### config.mk
export PLATFORM = sky130hd
export DESIGN_NAME = audio_adc_cfg_bank
export DESIGN_NICKNAME = d
export VERILOG_FILES = /design/src/design/audio_adc_cfg_bank.v /design/src/design/ratio_code_decode.v
export VERILOG_INCLUDE_DIRS = /design/src /design/src/design
export SDC_FILE = /design/constraint.sdc
export NUM_CORES = 1
export LEC_CHECK = 0
export ABC_CLOCK_PERIOD_IN_PS = 1700
export BUFFER_PORTS_ARGS = -buffer_cell sky130_fd_sc_hd__buf_2
export CELL_PAD_IN_SITES_DETAIL_PLACEMENT = 1
export CELL_PAD_IN_SITES_GLOBAL_PLACEMENT = 2
export CORE_MARGIN = 2
export CORE_UTILIZATION = 31
export CTS_BUF_LIST = sky130_fd_sc_hd__clkbuf_8
export DETAILED_ROUTE_END_ITERATION = 8
export HOLD_SLACK_MARGIN = 0.02
export PLACE_DENSITY_LB_ADDON = 0.1
export SYNTH_ARGS = -nofsm -noshare
export SYNTH_HDL_FRONTEND = slang
export SYNTH_SLANG_ARGS = --single-unit
### constraint.sdc
create_clock -name REF_CLK_I -period 1.7 [get_ports REF_CLK_I]
set_clock_uncertainty 0.1 [all_clocks]
set_input_delay 0.085 -clock REF_CLK_I [delete_from_list [all_inputs] [get_ports REF_CLK_I]]
set_output_delay 0.085 -clock REF_CLK_I [all_outputs]
set_load 0.02 [all_outputs]
### src/design/audio_adc_cfg_defs.vh
// Offsets, field positions, reset values and write masks for the
// audio ADC configuration bank.
// Assumes an 8-bit register address and byte-wide register data.
//
// Summary of operation
// - Rate-converter control bit 7 turns the sample-rate converter on when set.
// - Rate-converter control bit 6 set turns rate auto-detection off.
// - Rate-converter bits 5..0 are read-only zero; software writes only zero.
// - Ratio bit 7 clear infers main rate; set takes it from source bit.
// - Under manual selection bit 6 picks primary (0) or secondary (1) port rate.
// - Ratio bits 5..3 give numerator m; 0 automatic; 5 and 7 unused.
// - Ratio bits 2..0 give denominator n, same coding as numerator.
// - Activity bits 7..6 set power policy: user, detection, mixed; 3 unused.
// - Activity bits 5..4 pick monitored channel 1..4; reset picks channel 3.
// - Activity bit 3 lets output pin carry interrupt while not recording.
// - Activity bit 1 keeps detection running during recording; the pin interrupt stays off while recording.
// - Register 0x24 bits 7..4 enable gain control on channels 1..4.
// - Register 0x24 bits 3..0 enable compression on channels 1..4.
// - Activity-detect register at 0x1E resets to 0x20.
// - Rate-converter control register resets to zero.
// - Ratio register resets to zero, selecting automatic inference.
// - Gain and compression enable register resets to zero.
// - Mixer register 0x2C bit 6 enables side-chain, bit 5 channel mixer.
`ifndef AUDIO_ADC_CFG_DEFS_VH
`define AUDIO_ADC_CFG_DEFS_VH

// ==========================================================================
// register offsets
`define OFS_RATE_CONV     8'h17
`define OFS_RATE_RATIO    8'h18
`define OFS_ACTIVITY      8'h1E
`define OFS_GAIN_DYN      8'h24
`define OFS_MIXER         8'h2C

// ==========================================================================
// reset values
`define RST_RATE_CONV     8'h00
`define RST_RATE_RATIO    8'h00
`define RST_ACTIVITY      8'h20
`define RST_GAIN_DYN      8'h00
`define RST_MIXER         8'h00

// ==========================================================================
// writable-bit masks
`define WMASK_RATE_CONV   8'hC0
`define WMASK_RATE_RATIO  8'hFF
`define WMASK_ACTIVITY    8'hFB
`define WMASK_GAIN_DYN    8'hFF
`define WMASK_MIXER       8'hF0

// ==========================================================================
// field positions
`define BIT_CONV_EN       7
`define BIT_CONV_AUTO_OFF 6
`define BIT_MAIN_MANUAL   7
`define BIT_MAIN_SOURCE   6
`define FLD_RATIO_M_HI    5
`define FLD_RATIO_M_LO    3
`define FLD_RATIO_N_HI    2
`define FLD_RATIO_N_LO    0
`define FLD_POLICY_HI     7
`define FLD_POLICY_LO     6
`define FLD_CHSEL_HI      5
`define FLD_CHSEL_LO      4
`define BIT_PIN_IRQ_EN    3
`define BIT_DET_RECORD    1
`define FLD_GAIN_HI       7
`define FLD_GAIN_LO       4
`define FLD_COMP_HI       3
`define FLD_COMP_LO       0
`define BIT_SIDE_MIX      6
`define BIT_CHAN_MIX      5

// ==========================================================================
// power policy codes
`define POLICY_USER       2'h0
`define POLICY_DETECT     2'h1
`define POLICY_UP_ONLY    2'h2

// ==========================================================================
// ratio codes
`define RATIO_AUTO        3'h0
`define RATIO_RSV_A       3'h5
`define RATIO_RSV_B       3'h7

`endif

### src/design/audio_adc_cfg_bank.v
// Byte-wide configuration bank of the four-channel audio ADC: rate converter,
// rate ratio, activity detection, gain/compression and mixer enables.
// Assumes the control port and the ADC status inputs run on REF_CLK_I;
// only the serial data pin path comes from outside that domain.
`timescale 1ns/100ps
`default_nettype none
`include "audio_adc_cfg_defs.vh"

module audio_adc_cfg_bank (
  input  wire       REF_CLK_I,
  input  wire       RESET_N_I,
  // control port
  input  wire [7:0] REG_ADDR_I,
  input  wire [7:0] REG_WDATA_I,
  input  wire       REG_WR_I,
  input  wire       REG_RD_I,
  output reg  [7:0] REG_RDATA_O,
  output reg        REG_ACK_O,
  output reg        REG_ERR_O,
  // rate converter
  output wire       RATE_CONV_ENABLE_O,
  output wire       RATE_CONV_AUTODETECT_OFF_O,
  output wire       MAIN_RATE_MANUAL_O,
  output wire       MAIN_RATE_SOURCE_O,
  output reg        MAIN_RATE_FROM_SECONDARY_O,
  output reg  [2:0] RATIO_M_VALUE_O,
  output reg  [2:0] RATIO_N_VALUE_O,
  output reg        RATIO_M_AUTO_O,
  output reg        RATIO_N_AUTO_O,
  output reg        RATIO_CODE_ILLEGAL_O,
  // activity detection
  input  wire       RECORDING_I,
  input  wire       ACTIVITY_START_I,
  input  wire       ACTIVITY_END_I,
  input  wire       ACTIVITY_IRQ_I,
  input  wire       SERIAL_DATA_I,
  output wire [1:0] ACTIVITY_POWER_POLICY_O,
  output wire [1:0] ACTIVITY_CHANNEL_SELECT_O,
  output reg  [3:0] ACTIVITY_CHANNEL_ONEHOT_O,
  output reg        DETECT_ACTIVE_O,
  output reg        ADC_POWER_UP_REQ_O,
  output reg        ADC_POWER_DOWN_REQ_O,
  output reg        PIN_IRQ_MODE_O,
  output reg        SERIAL_DATA_OUT_O,
  // gain, compression, mixer
  output wire [3:0] GAIN_CTRL_ENABLE_O,
  output wire [3:0] COMPRESS_ENABLE_O,
  output wire       SIDE_CHAIN_MIXER_EN_O,
  output wire       CHANNEL_MIXER_EN_O
);

  // ========================================================================
  // address decode and write-merge helpers
  function hit;
    input [7:0] addr;
    input [7:0] ofs;
    begin
      hit = (addr == ofs);
    end
  endfunction

  function [7:0] merge;
    input [7:0] old_val;
    input [7:0] new_val;
    input [7:0] wmask;
    begin
      merge = (old_val & ~wmask) | (new_val & wmask);
    end
  endfunction

  // ========================================================================
  // storage
  reg  [7:0] rate_conv_r;
  reg  [7:0] rate_ratio_r;
  reg  [7:0] activity_r;
  reg  [7:0] gain_dyn_r;
  reg  [7:0] mixer_r;
  reg  [7:0] rate_conv_nxt;
  reg  [7:0] rate_ratio_nxt;
  reg  [7:0] activity_nxt;
  reg  [7:0] gain_dyn_nxt;
  reg  [7:0] mixer_nxt;

  wire       mapped;

  assign mapped = hit(REG_ADDR_I, `OFS_RATE_CONV)  |
                  hit(REG_ADDR_I, `OFS_RATE_RATIO) |
                  hit(REG_ADDR_I, `OFS_ACTIVITY)   |
                  hit(REG_ADDR_I, `OFS_GAIN_DYN)   |
                  hit(REG_ADDR_I, `OFS_MIXER);

  // read-only bits are masked away on every write
  always @* begin
    rate_conv_nxt  = rate_conv_r;
    rate_ratio_nxt = rate_ratio_r;
    activity_nxt   = activity_r;
    gain_dyn_nxt   = gain_dyn_r;
    mixer_nxt      = mixer_r;
    if (REG_WR_I) begin
      if (hit(REG_ADDR_I, `OFS_RATE_CONV)) begin
        rate_conv_nxt = merge(rate_conv_r, REG_WDATA_I, `WMASK_RATE_CONV);
      end
      if (hit(REG_ADDR_I, `OFS_RATE_RATIO)) begin
        rate_ratio_nxt = merge(rate_ratio_r, REG_WDATA_I, `WMASK_RATE_RATIO);
      end
      if (hit(REG_ADDR_I, `OFS_ACTIVITY)) begin
        activity_nxt = merge(activity_r, REG_WDATA_I, `WMASK_ACTIVITY);
      end
      if (hit(REG_ADDR_I, `OFS_GAIN_DYN)) begin
        gain_dyn_nxt = merge(gain_dyn_r, REG_WDATA_I, `WMASK_GAIN_DYN);
      end
      if (hit(REG_ADDR_I, `OFS_MIXER)) begin
        mixer_nxt = merge(mixer_r, REG_WDATA_I, `WMASK_MIXER);
      end
    end
  end

  always @(posedge REF_CLK_I) begin
    if (!RESET_N_I) begin
      rate_conv_r  <= `RST_RATE_CONV;
      rate_ratio_r <= `RST_RATE_RATIO;
      activity_r   <= `RST_ACTIVITY;
      gain_dyn_r   <= `RST_GAIN_DYN;
      mixer_r      <= `RST_MIXER;
    end else begin
      rate_conv_r  <= rate_conv_nxt;
      rate_ratio_r <= rate_ratio_nxt;
      activity_r   <= activity_nxt;
      gain_dyn_r   <= gain_dyn_nxt;
      mixer_r      <= mixer_nxt;
    end
  end

  // ========================================================================
  // control port answer
  reg  [7:0] rdata_nxt;

  always @* begin
    rdata_nxt = 8'h00;
    if (hit(REG_ADDR_I, `OFS_RATE_CONV)) begin
      rdata_nxt = rate_conv_r & `WMASK_RATE_CONV;
    end
    if (hit(REG_ADDR_I, `OFS_RATE_RATIO)) begin
      rdata_nxt = rate_ratio_r;
    end
    if (hit(REG_ADDR_I, `OFS_ACTIVITY)) begin
      rdata_nxt = activity_r & `WMASK_ACTIVITY;
    end
    if (hit(REG_ADDR_I, `OFS_GAIN_DYN)) begin
      rdata_nxt = gain_dyn_r;
    end
    if (hit(REG_ADDR_I, `OFS_MIXER)) begin
      rdata_nxt = mixer_r & `WMASK_MIXER;
    end
  end

  always @(posedge REF_CLK_I) begin
    if (!RESET_N_I) begin
      REG_RDATA_O <= 8'h00;
      REG_ACK_O   <= 1'b0;
      REG_ERR_O   <= 1'b0;
    end else begin
      REG_ACK_O <= REG_WR_I | REG_RD_I;
      REG_ERR_O <= (REG_WR_I | REG_RD_I) & ~mapped;
      if (REG_RD_I) begin
        REG_RDATA_O <= rdata_nxt;
      end
    end
  end

  // ========================================================================
  // rate converter and ratio
  wire [2:0] ratio_code [0:1];
  wire [2:0] ratio_val  [0:1];
  wire [1:0] ratio_auto;
  wire [1:0] ratio_legal;

  assign RATE_CONV_ENABLE_O         = rate_conv_r[`BIT_CONV_EN];
  assign RATE_CONV_AUTODETECT_OFF_O = rate_conv_r[`BIT_CONV_AUTO_OFF];
  assign MAIN_RATE_MANUAL_O         = rate_ratio_r[`BIT_MAIN_MANUAL];
  assign MAIN_RATE_SOURCE_O         = rate_ratio_r[`BIT_MAIN_SOURCE];

  assign ratio_code[0] = rate_ratio_r[`FLD_RATIO_M_HI:`FLD_RATIO_M_LO];
  assign ratio_code[1] = rate_ratio_r[`FLD_RATIO_N_HI:`FLD_RATIO_N_LO];

  genvar gi;
  generate
    for (gi = 0; gi < 2; gi = gi + 1) begin : g_ratio
      ratio_code_decode u_dec (
        .code_i  (ratio_code[gi]),
        .value_o (ratio_val[gi]),
        .auto_o  (ratio_auto[gi]),
        .legal_o (ratio_legal[gi])
      );
    end
  endgenerate

  always @(posedge REF_CLK_I) begin
    if (!RESET_N_I) begin
      MAIN_RATE_FROM_SECONDARY_O <= 1'b0;
      RATIO_M_VALUE_O            <= 3'h0;
      RATIO_N_VALUE_O            <= 3'h0;
      RATIO_M_AUTO_O             <= 1'b1;
      RATIO_N_AUTO_O             <= 1'b1;
      RATIO_CODE_ILLEGAL_O       <= 1'b0;
    end else begin
      // secondary port only when manual selection is on
      MAIN_RATE_FROM_SECONDARY_O <= MAIN_RATE_MANUAL_O & MAIN_RATE_SOURCE_O;
      RATIO_M_VALUE_O            <= ratio_val[0];
      RATIO_N_VALUE_O            <= ratio_val[1];
      RATIO_M_AUTO_O             <= ratio_auto[0];
      RATIO_N_AUTO_O             <= ratio_auto[1];
      RATIO_CODE_ILLEGAL_O       <= ~(&ratio_legal);
    end
  end

  // ========================================================================
  // activity detection and power policy
  wire [1:0] policy;
  wire [1:0] chsel;
  wire       det_run;
  wire       pin_irq;
  reg        sd_meta_r;
  reg        sd_sync_r;

  assign policy                    = activity_r[`FLD_POLICY_HI:`FLD_POLICY_LO];
  assign chsel                     = activity_r[`FLD_CHSEL_HI:`FLD_CHSEL_LO];
  assign ACTIVITY_POWER_POLICY_O   = policy;
  assign ACTIVITY_CHANNEL_SELECT_O = chsel;

  // detection halts during recording unless allowed
  assign det_run = ~RECORDING_I | activity_r[`BIT_DET_RECORD];
  assign pin_irq = activity_r[`BIT_PIN_IRQ_EN] & ~RECORDING_I;

  always @(posedge REF_CLK_I) begin
    if (!RESET_N_I) begin
      sd_meta_r <= 1'b0;
      sd_sync_r <= 1'b0;
    end else begin
      sd_meta_r <= SERIAL_DATA_I;
      sd_sync_r <= sd_meta_r;
    end
  end

  always @(posedge REF_CLK_I) begin
    if (!RESET_N_I) begin
      ACTIVITY_CHANNEL_ONEHOT_O <= 4'h0;
      DETECT_ACTIVE_O           <= 1'b0;
      ADC_POWER_UP_REQ_O        <= 1'b0;
      ADC_POWER_DOWN_REQ_O      <= 1'b0;
      PIN_IRQ_MODE_O            <= 1'b0;
      SERIAL_DATA_OUT_O         <= 1'b0;
    end else begin
      ACTIVITY_CHANNEL_ONEHOT_O <= 4'h1 << chsel;
      DETECT_ACTIVE_O           <= det_run;
      // policy 3 is treated as user-controlled
      ADC_POWER_UP_REQ_O   <= det_run & ACTIVITY_START_I &
                              ((policy == `POLICY_DETECT) |
                               (policy == `POLICY_UP_ONLY));
      ADC_POWER_DOWN_REQ_O <= det_run & ACTIVITY_END_I &
                              (policy == `POLICY_DETECT);
      PIN_IRQ_MODE_O       <= pin_irq;
      SERIAL_DATA_OUT_O    <= pin_irq ? (ACTIVITY_IRQ_I & det_run) : sd_sync_r;
    end
  end

  // ========================================================================
  // gain, compression and mixer enables
  generate
    for (gi = 0; gi < 4; gi = gi + 1) begin : g_chan
      // channel 1 sits in the highest bit of each nibble
      assign GAIN_CTRL_ENABLE_O[gi] = gain_dyn_r[`FLD_GAIN_HI - gi];
      assign COMPRESS_ENABLE_O[gi]  = gain_dyn_r[`FLD_COMP_HI - gi];
    end
  endgenerate

  assign SIDE_CHAIN_MIXER_EN_O = mixer_r[`BIT_SIDE_MIX];
  assign CHANNEL_MIXER_EN_O    = mixer_r[`BIT_CHAN_MIX];

endmodule // audio_adc_cfg_bank

`default_nettype wire

### src/design/ratio_code_decode.v
// Decoder for one rate-ratio term code (numerator or denominator).
// Assumes a 3-bit code taken straight from the ratio register.
`timescale 1ns/100ps
`default_nettype none
`include "audio_adc_cfg_defs.vh"

module ratio_code_decode (
  input  wire [2:0] code_i,
  output wire [2:0] value_o,
  output wire       auto_o,
  output wire       legal_o
);

  // codes 5 and 7 carry no ratio value
  assign auto_o  = (code_i == `RATIO_AUTO);
  assign legal_o = (code_i != `RATIO_RSV_A) && (code_i != `RATIO_RSV_B);
  assign value_o = legal_o ? code_i : 3'h0;

endmodule // ratio_code_decode

`default_nettype wire

==> impl_metrics.csv, run 1 <==
group,metric,value,unit
setup_path,reg2reg_from,"activity_r[6]$_SDFFE_PN0P_",
global_route,track_usage,0.164,
setup_path,critical_path_class,"primary input to register",
clock_network,cts_buffers,9,
clock_network,cts_root_buffer,"clkbuf_8",
setup_path,critPathMaxFanout,15,
floorplanning,coreArea,7250,um2
setup_path,critical_path_arrival,1.45,ns
timing,setup_tns,0,ns
finish,multi_input_area,1010,um2
job,max-cap-violations,0,
setup_path,crit_buf_inv,2,
timing,tightest_slew,0.409,ns
setup_path,reg2reg_depth,3,
clock_network,cts_hold_buffers,16,
run_status,status,"completed",
setup_path,critPathSlowestCell,"dlygate4sd3_1",
timing,slew_violations,0,
power_and_ir_drop,power.leakage,1.40,nW
power_and_ir_drop,power_density,920,nW/um2
worst_hold_path,holdPathStages,4,
place,gp_congestion,0.721,
timing,clock.fmax,0.761,GHz
logic_synthesis,syn_inst,238,
global_route,antenna_found_initial,0,
place,port_buffers,71,
logic_synthesis,ys_warn_count,0,
detailed_routing,ant_nets,0,
detailed_routing,drc,0,
floorplanning,dieArea,8170,um2
timing,rsz0062_at_grt,"no",
detailed_routing,first_iter_violations,60,
setup_path,cp_cell_sequence,"dlygate4sd3_1, buf_2, nand2_1, or3_1, o311ai_2",
timing,setup_violations,0,
power_and_ir_drop,pwr-share-comb,0.068,
logic_synthesis,ys_types,42,
floorplanning,fp.dieW,90.4,um
setup_path,crit_family,"buffers and inverters",
floorplanning,ios,72,
power_and_ir_drop,p_int,2.24,mW
logic_synthesis,avgSynthCellArea,9.72,um2
finish,nFillCells,888,
floorplanning,rows,31,
logic_synthesis,syn_nets,264,
logic_synthesis,ys.flop_type,"dfxtp_1",
clock_network,cts_setup_buffers,0,
finish,areaGrowthSynthToFinish,35.1,%
finish,regArea,1200,um2
power_and_ir_drop,clkPwrFrac,0.436,
timing,hold_violations,0,
worst_hold_path,min_path_type,"primary input to register",
power_and_ir_drop,vdd_drop_max,0.341,mV
clock_network,clk_latency,0.33,ns
finish,finalNonFillerCells,427,
detailed_routing,routedWlPerCell,14.9,um
finish,drive_above_1_share,0.302,
power_and_ir_drop,p_sw,0.633,mW
clock_network,cts-resized-gates,0,
setup_path,start_kind,"primary input",
logic_synthesis,yosys_register_bits,60,
timing,max-slew-margin-rel,0.725,
setup_path,max_stage_delay,0.52,ns
timing,fin_crit_sh,0.772,
detailed_routing,finalWirelength,6360,um
power_and_ir_drop,swShare,0.220,
global_route,grt_overflow,0,
floorplanning,start_util,0.319,
timing,post-route-min-period,1.31,ns
logic_synthesis,ys_seq_area_frac,0.519,
power_and_ir_drop,seq_power_share,0.496,
detailed_routing,viasPerCell,4.78,
finish,nets,351,
setup_path,cp-end-kind,"register",
worst_hold_path,hold_start,"REG_ADDR_I[2]",
clock_network,cts-htree-levels,3,
place,dp_cells,397,
timing,fin_hold_ws,0.159,ns
global_route,grt_pass1_vias,1991,
place,dp_hpwl,4630,um
detailed_routing,dr.pass1.iters,4,
setup_path,cp.required,1.84,ns
logic_synthesis,synth_edf_count,0,
global_route,grt_pass1_wl,10400,um
logic_synthesis,async_reset_ff_frac,0,
worst_hold_path,hold_path_end,"rate_ratio_r[2]$_SDFFE_PN0P_",
clock_network,clock_sink_count,60,
clock_network,path_clk_slew,0.07,ns
clock_network,clock_path_buffers,2,
logic_synthesis,netlist_area,2310,um2
finish,fin_util,0.431,
setup_path,r2r_end,"REG_RDATA_O[6]$_SDFFE_PN0P_",
detailed_routing,num_vias,2039,
finish,antenna_cells,0,
clock_network,cts_tree,"built",
floorplanning,die_y,90.4,um
global_route,grt_max_degree,51,
setup_path,regToRegSetupSlack,0.47,ns
## flip-flops by register name (all words and copies together), names as in the netlist, 2 cells and up
register and count:
REG_RDATA_O 8, gain_dyn_r 8, rate_ratio_r 8, activity_r 7, ACTIVITY_CHANNEL_ONEHOT_O 4, mixer_r 4, RATIO_M_VALUE_O 3, RATIO_N_VALUE_O 3
rate_conv_r 2
## power groups by stage
stage	clock (mW)	sequential [mW]	combinational, mW
2_1_floorplan	0	1.47	0.0765
3_3_place_gp	0	1.46	0.167
3_5_place_dp	0	1.46	0.168
4_1_cts	1.29	1.43	0.196
5_1_grt	1.36	1.43	0.214
6_report	1.25	1.43	0.194
## cell type report
| type | count | share of cell area |
|---|---|---|
| Clock buffer | 11 | 0.0485 |
| Clock inverter | 3 | 0.0124 |
| Inverter | 3 | 0.00361 |
| Multi-Input combinational cell | 156 | 0.323 |
| Sequential cell | 60 | 0.385 |
| Tap cell | 99 | 0.0397 |
| Timing Repair Buffer | 95 | 0.188 |
## layout by cell type (no fill, tap or decap), types with 6 or more instances in the layout
master          n
buf_2          71
dfxtp_1        60
nand3_1        22
nand2_1        20
dlygate4sd3_1  16
o21ai_1        15
o21ai_0        13
mux2i_1        11
nor2b_1        11
clkbuf_8       11
buf_4           7
a22oi_1         6
## worst min-delay path, cell delays in order
cell     delay [ns]
buf_2          0.09
nor2_1         0.08
nand4_4        0.21
o21ai_1        0.07
## cells by family (layout without fill, tap and decap cells)
kind of cell,Yosys count,in the layout,synth area share
fa+ha+maj,1,1,0.00541
compound gates,59,59,0.167
flops,60,60,0.519
mux,11,11,0.0476
simple gates,85,85,0.216
buf+inv,22,112,0.0444
## metal layers
layer,track usage,share of wire,vias to the layer above
met3,0.0376,0.038,9
li1,-,-,1027
met2,0.251,0.42,57
met4,0.0846,0.019,0
met1,0.217,0.52,946
met5,0,0,-
## worst max path at each step
stage                  startpoint                           to  slack, ns  cells past startpoint
floorplan           REG_ADDR_I[5]   activity_r[7]$_SDFFE_PN0P_       0.38                      5
finish                  RESET_N_I  REG_RDATA_O[6]$_SDFFE_PN0P_       0.39                      5
CTS                     RESET_N_I  REG_RDATA_O[6]$_SDFFE_PN0P_       0.39                      5
detailed placement  REG_ADDR_I[7]  REG_RDATA_O[2]$_SDFFE_PN0P_       0.16                      5
global placement    REG_ADDR_I[7]  REG_RDATA_O[2]$_SDFFE_PN0P_       0.25                      5
global route            RESET_N_I   gain_dyn_r[1]$_SDFFE_PN0P_       0.26                      5
## through the flow
step	instance area [um2]	power (mW)	worst slack, ns
after floorplan	2310	1.55	0.381
after CTS	3120	2.91	0.388
final	3120	2.87	0.387
after detailed placement	2770	1.62	0.159
after global placement	2770	1.62	0.247
after global routing	3120	3.00	0.261
## synthesized netlist by cell type, types with 3 or more instances
cell type	n	area [um2]
a22oi_1	6	45.0
buf_4	4	30.0
dfxtp_1	60	1200
buf_2	4	20.0
nand2_1	20	75.1
a21oi_1	5	25.0
o21ai_0	13	65.1
nand3_1	22	110
and2_1	4	25.0
nor2_1	5	18.8
nor3b_1	4	30.0
and3_1	5	31.3
mux2i_1	11	110
inv_1	3	11.3
o2bb2ai_1	3	26.3
a22o_1	5	43.8
o21ai_1	15	75.1
clkbuf_1	10	37.5
nor2b_1	11	68.8
No activity file was read; power rests on OpenSTA's default activity.
==> run 2: changes to the inputs <==
--- a/config.mk
+++ b/config.mk
@@ -6,12 +6,13 @@
 export SDC_FILE = /design/constraint.sdc
 export NUM_CORES = 1
 export LEC_CHECK = 0
-export ABC_CLOCK_PERIOD_IN_PS = 1700
+export ABC_AREA = 1
+export ABC_CLOCK_PERIOD_IN_PS = 1400
 export BUFFER_PORTS_ARGS = -buffer_cell sky130_fd_sc_hd__buf_2
 export CELL_PAD_IN_SITES_DETAIL_PLACEMENT = 1
 export CELL_PAD_IN_SITES_GLOBAL_PLACEMENT = 2
 export CORE_MARGIN = 2
-export CORE_UTILIZATION = 31
+export CORE_UTILIZATION = 30
 export CTS_BUF_LIST = sky130_fd_sc_hd__clkbuf_8
 export DETAILED_ROUTE_END_ITERATION = 8
 export HOLD_SLACK_MARGIN = 0.02
==> constraint.sdc (replaced) <==
create_clock -name REF_CLK_I -period 1.4 [get_ports REF_CLK_I]
set_clock_uncertainty 0.1 [all_clocks]
set_input_delay 0.07 -clock REF_CLK_I [delete_from_list [all_inputs] [get_ports REF_CLK_I]]
set_output_delay 0.07 -clock REF_CLK_I [all_outputs]
set_load 0.02 [all_outputs]
==> impl_metrics.csv, run 2 <==
group,metric,value,unit
logic_synthesis,netlist_area,2470,um2
worst_hold_path,min_path_type,"primary input to register",
logic_synthesis,syn_nets,337,
detailed_routing,routedWlPerCell,14.6,um
detailed_routing,finalWirelength,7570,um
finish,most-common-layout-cells,"buf_2 (70), dfxtp_1 (60), nand2_1 (60)",
clock_network,clock_path_buffers,2,
detailed_routing,first_iter_violations,76,
setup_path,cp-end-kind,"register",
logic_synthesis,synth_top_area_frac,0.486,
detailed_routing,viasPerCell,4.71,
floorplanning,dieArea,8970,um2
setup_path,cp.required,1.52,ns
finish,antenna_cells,0,
place,post_dp_cell_area,2970,um2
job,max-cap-violations,0,
setup_path,critPathSlowestCell,"dlygate4sd3_1",
timing,max-slew-margin-rel,0.818,
setup_path,crit_buf_inv,4,
detailed_routing,drc,0,
setup_path,critPathMaxFanout,21,
power_and_ir_drop,vdd_drop_max,0.532,mV
logic_synthesis,synth_edf_count,0,
finish,layout_commonest_cell,"buf_2",
finish,nets,433,
setup_path,cp_cell_sequence,"dlygate4sd3_1, buf_2, inv_1, buf_4, nor2_1",
floorplanning,coreArea,8090,um2
timing,setup_tns,0,ns
detailed_routing,ant_nets,0,
timing,fin_crit_sh,0.878,
clock_network,path_clk_slew,0.06,ns
setup_path,crit_cells,5,
clock_network,cts_tree,"built",
setup_path,regToRegSetupSlack,0.35,ns
global_route,track_usage,0.182,
finish,nFillCells,1014,
clock_network,clk_latency,0.34,ns
setup_path,start_kind,"primary input",
logic_synthesis,ys_warn_count,0,
place,gp_congestion,0.826,
timing,post-route-min-period,1.23,ns
timing,tightest_slew,0.273,ns
timing,slew_violations,0,
finish,fin_area,3330,um2
finish,multi_input_area,1060,um2
global_route,grt_overflow,0,
logic_synthesis,ys.flop_type,"dfxtp_1",
logic_synthesis,yosys_register_bits,60,
setup_path,crit_family,"buffers and inverters",
logic_synthesis,yosys.area.top_type,"dfxtp_1",
clock_network,cts-htree-levels,3,
finish,reg_top3,"REG_RDATA_O (8), gain_dyn_r (8), rate_ratio_r (8)",
timing,hold_violations,0,
setup_path,reg2reg_depth,4,
setup_path,max_stage_delay,0.53,ns
finish,areaGrowthSynthToFinish,34.7,%
logic_synthesis,synth_area_leaders,"dfxtp_1 (49%), nand2_1 (9.1%), nand3_1 (8.5%)",
logic_synthesis,ys_types,29,
global_route,grt_pass1_wl,12200,um
global_route,grt_pass1_vias,2459,
worst_hold_path,holdPathStages,4,
clock_network,cts_buffers,9,
floorplanning,rows,33,
power_and_ir_drop,power.leakage,1.59,nW
finish,drive_above_1_share,0.294,
logic_synthesis,synth_top_cells_by_count,"dfxtp_1 (60), nand2_1 (60), nand3_1 (42)",
timing,fin_hold_ws,0.0395,ns
finish,fin_util,0.411,
floorplanning,start_util,0.305,
clock_network,clock_sink_count,60,
timing,clock.fmax,0.813,GHz
setup_path,critical_path_class,"primary input to register",
setup_path,critical_path_arrival,1.35,ns
global_route,grt_max_degree,25,
detailed_routing,dr.pass1.iters,4,
logic_synthesis,ys_seq_area_frac,0.486,
timing,setup_violations,0,
logic_synthesis,avgSynthCellArea,7.94,um2
logic_synthesis,syn_inst,311,
floorplanning,die_y,94.7,um
place,port_buffers,71,
run_status,status,"completed",
clock_network,cts_root_buffer,"clkbuf_8",
floorplanning,ios,72,
floorplanning,fp.dieW,94.7,um
timing,rsz0062_at_grt,"no",
finish,regArea,1200,um2
power_and_ir_drop,power_density,1080,nW/um2
logic_synthesis,async_reset_ff_frac,0,
global_route,antenna_found_initial,0,
detailed_routing,num_vias,2433,
place,dp_hpwl,5660,um
==> run 2: cell types whose count changed after synthesis, sizes merged, moves of 5 or more <==
| cell | before | now |
|---|---|---|
| nand2 | 21 | 68 |
| inv | 3 | 30 |
| a22oi | 6 | 0 |
| nor2b | 11 | 0 |
| mux2i | 11 | 0 |
| nand3 | 22 | 43 |
| nor2 | 5 | 32 |
| o21ai | 28 | 16 |
| a22o | 5 | 0 |
| a21oi | 5 | 33 |
==> run 2: final timing paths <==
check / from / endpoint
worst min register to register: sd_meta_r$_SDFF_PN0_ / sd_sync_r$_SDFF_PN0_
worst max-delay path: RESET_N_I / MAIN_RATE_FROM_SECONDARY_O$_SDFF_PN0_
worst max register to register: rate_ratio_r[2]$_SDFFE_PN0P_ / REG_RDATA_O[2]$_SDFFE_PN0P_
worst min-delay path: REG_ADDR_I[2] / REG_ERR_O$_SDFF_PN0_
==> run 2: per-layer routing <==
metal	share of wire	up-vias	routed length [um]	global-route usage
met4	0.018	0	133	0.0749
met2	0.45	68	3390	0.283
met3	0.060	12	453	0.0487
met5	0	-	0	0
met1	0.47	1144	3590	0.240
li1	-	1209	-	-
==> run 2: final cells by class <==
type,instances,share of cell area
repair buffers,99,0.182
well taps,105,0.0395
flip-flops and latches,60,0.361
inverters,31,0.0380
multi-input cells,206,0.318
clock buffers,11,0.0455
clock inverters,5,0.0158
==> run 2: stage by stage <==
step           power [mW]  worst slack (ns)  instances
3_5_place_dp         2.01            0.0572        486
2_1_floorplan        1.90             0.324        311
3_3_place_gp         2.00            0.0761        486
6_report             3.60             0.170        517
4_1_cts              3.67             0.120        517
5_1_grt              3.76            0.0538        517
==> run 2: worst reg2reg max path, stage by stage (launching register included) <==
cell,delay [ns]
dfxtp_1,0.38
inv_1,0.11
o21ai_0,0.20
nand2_1,0.08
a21oi_1,0.11
==> run 2: cell families (layout without fill, tap and decap cells) <==
group,after synthesis,count (layout),synth area share
and+or+nand+nor,154,154,0.314
buffers and inverters,45,146,0.0851
AOI/OAI and AO/OA,51,51,0.110
adders and majority gates,1,1,0.00507
DFF,60,60,0.486
==> run 2: power breakdown <==
part,switching (mW),leakage [nW],internal [mW]
combinational,0.166,1.00,0.103
clock,0.694,0.104,0.906
sequential,0.00586,0.486,1.72
==> run 2: what timing repair did <==
| action | 4_1_cts | 5_1_grt |
|---|---|---|
| buffers inserted | 0 | 0 |
| hold buffers | 15 | 0 |
| hold endpoints to repair | 37 | 0 |
| setup endpoints to repair | 0 | 1 |
| gates resized for setup | 0 | 1 |
==> run 3: changes to the inputs <==
--- a/config.mk
+++ b/config.mk
@@ -12,11 +12,12 @@
 export CELL_PAD_IN_SITES_DETAIL_PLACEMENT = 1
 export CELL_PAD_IN_SITES_GLOBAL_PLACEMENT = 2
 export CORE_MARGIN = 2
-export CORE_UTILIZATION = 30
+export CORE_UTILIZATION = 29
 export CTS_BUF_LIST = sky130_fd_sc_hd__clkbuf_8
 export DETAILED_ROUTE_END_ITERATION = 8
 export HOLD_SLACK_MARGIN = 0.02
 export PLACE_DENSITY_LB_ADDON = 0.1
 export SYNTH_ARGS = -nofsm -noshare
 export SYNTH_HDL_FRONTEND = slang
+export SYNTH_HIERARCHICAL = 1
 export SYNTH_SLANG_ARGS = --single-unit
==> impl_metrics.csv, run 3 <==
group,metric,value,unit
run_status,status,"completed",
worst_hold_path,min_path_type,"primary input to register",
logic_synthesis,ys_types,27,
setup_path,reg2reg_from,"rate_ratio_r[3]$_SDFFE_PN0P_",
finish,layout_commonest_cell,"buf_2",
clock_network,cts_tree,"built",
finish,nFillCells,1033,
logic_synthesis,synth_top_area_frac,0.491,
clock_network,clk_latency,0.33,ns
setup_path,regToRegSetupSlack,0.28,ns
finish,regArea,1200,um2
timing,clock.fmax,0.815,GHz
clock_network,cts_buffers,9,
setup_path,cp-startpoint,"REG_RD_I",
timing,setup_violations,0,
logic_synthesis,ys_warn_count,6,
logic_synthesis,synth.most_common_cell,"dfxtp_1",
logic_synthesis,ys_seq_area_frac,0.491,
place,dp_hpwl,5560,um
detailed_routing,viasPerCell,4.54,
floorplanning,start_util,0.298,
finish,areaGrowthSynthToFinish,33.7,%
floorplanning,fp.dieW,95.8,um
floorplanning,coreArea,8220,um2
clock_network,path_clk_slew,0.07,ns
setup_path,critPathMaxFanout,13,
detailed_routing,first_iter_violations,95,
floorplanning,ios,72,
timing,rsz0062_at_grt,"no",
global_route,antenna_found_initial,0,
setup_path,crit_end,"REG_ERR_O$_SDFF_PN0_",
global_route,grt_max_degree,27,
floorplanning,die_y,95.8,um
logic_synthesis,syn_inst,319,
setup_path,reg2reg_depth,4,
finish,reg_top3,"REG_RDATA_O (8), gain_dyn_r (8), rate_ratio_r (8)",
worst_hold_path,holdPathStages,3,
clock_network,clock_path_buffers,2,
finish,drive_above_1_share,0.283,
setup_path,cp.required,1.56,ns
logic_synthesis,syn_nets,345,
detailed_routing,num_vias,2368,
timing,post-route-min-period,1.23,ns
logic_synthesis,synth_top_cells_by_count,"dfxtp_1 (60), nand2_1 (58), inv_1 (34)",
logic_synthesis,netlist_area,2450,um2
logic_synthesis,ys.flop_type,"dfxtp_1",
finish,antenna_cells,0,
logic_synthesis,async_reset_ff_frac,0,
logic_synthesis,synth_edf_count,0,
detailed_routing,ant_nets,0,
finish,nets,438,
place,port_buffers,71,
finish,most-common-layout-cells,"buf_2 (71), dfxtp_1 (60), nand2_1 (58)",
global_route,grt_pass1_wl,12100,um
clock_network,cts_setup_buffers,0,
setup_path,cp-end-kind,"register",
setup_path,r2r_end,"RATIO_M_AUTO_O$_SDFF_PN1_",
place,dp_cells,492,
logic_synthesis,synth_area_leaders,"dfxtp_1 (49%), nand2_1 (8.9%), nand3_1 (6.8%)",
timing,slew_violations,0,
logic_synthesis,yosys_register_bits,60,
clock_network,cts-htree-levels,3,
clock_network,cts-resized-gates,0,
power_and_ir_drop,power.leakage,1.55,nW
finish,fin_util,0.398,
global_route,grt_overflow,0,
floorplanning,dieArea,9190,um2
clock_network,clock_sink_count,60,
global_route,track_usage,0.175,
detailed_routing,dr.pass1.iters,4,
logic_synthesis,avgSynthCellArea,7.67,um2
timing,max-slew-margin-rel,0.810,
power_and_ir_drop,vdd_drop_max,0.506,mV
finish,multi_input_area,1010,um2
setup_path,start_kind,"primary input",
finish,finalNonFillerCells,522,
detailed_routing,routedWlPerCell,14.2,um
timing,fin_crit_sh,0.876,
logic_synthesis,yosys.area.top_type,"dfxtp_1",
worst_hold_path,hold_start,"REG_WR_I",
global_route,grt_pass1_vias,2345,
setup_path,critical_path_class,"primary input to register",
place,gp_congestion,0.773,
setup_path,critical_path_arrival,1.39,ns
timing,hold_violations,0,
job,max-cap-violations,0,
timing,tightest_slew,0.284,ns
detailed_routing,drc,0,
power_and_ir_drop,power_density,1060,nW/um2
timing,setup_tns,0,ns
clock_network,cts_root_buffer,"clkbuf_8",
floorplanning,rows,33,
detailed_routing,finalWirelength,7410,um
## run 3: power breakdown
part | switching [mW] | total, mW | internal, mW
sequential | 0.00582 | 1.73 | 1.72
clock | 0.690 | 1.49 | 0.800
combinational | 0.149 | 0.249 | 0.0996
## run 3: cell type report
class / instances / share of cell area
sequential: 60 / 0.367
multi-input combinational: 206 / 0.310
timing repair buffer: 96 / 0.181
inverter: 39 / 0.0452
tap: 105 / 0.0402
clock buffer: 9 / 0.0379
clock inverter: 7 / 0.0184
## run 3: cells by family after synthesis
kind of cell | count (synthesis) | share of synthesized area
fa+ha+maj | 1 | 0.00511
flops | 60 | 0.491
buf+inv | 53 | 0.0941
compound gates | 56 | 0.115
simple gates | 149 | 0.295
## run 3: worst max-delay path: stages
cell	delay (ns)
dlygate4sd3_1	0.51
buf_2	0.24
inv_1	0.16
a21oi_1	0.19
nand3b_1	0.11
nor3_2	0.10
## run 3: metrics by stage
stage          power, mW  setup WS [ns]  instance area (um2)  hold slack [ns]
2_1_floorplan       1.88          0.344                 2450           0.0676
3_3_place_gp        1.99         0.0881                 2950            0.152
3_5_place_dp        1.99         0.0635                 2950            0.172
4_1_cts             3.52          0.165                 3270           0.0333
5_1_grt             3.63         0.0759                 3270           0.0669
6_report            3.47          0.173                 3270           0.0492
## run 3: metal layers
layer  vias to the layer above  global-route usage  share of wire
li1                       1202                   -              -
met1                      1108               0.233           0.49
met2                        49               0.281           0.46
met3                         9              0.0407          0.040
met4                         0              0.0536          0.014
met5                         -                   0              0
## run 3: worst min-delay path by stage
stage | end | slack [ns]
after floorplan | sd_meta_r$_SDFF_PN0_ | 0.07
after detailed placement | sd_meta_r$_SDFF_PN0_ | 0.17
after CTS | REG_ACK_O$_SDFF_PN0_ | 0.03
after global routing | REG_ACK_O$_SDFF_PN0_ | 0.07
final | REG_ACK_O$_SDFF_PN0_ | 0.05
after global placement | sd_meta_r$_SDFF_PN0_ | 0.15
## run 3: timing repair
action                     in CTS  in global routing
hold endpoints to repair       36                  0
hold buffers                   14                  0
setup endpoints to repair       0                  0
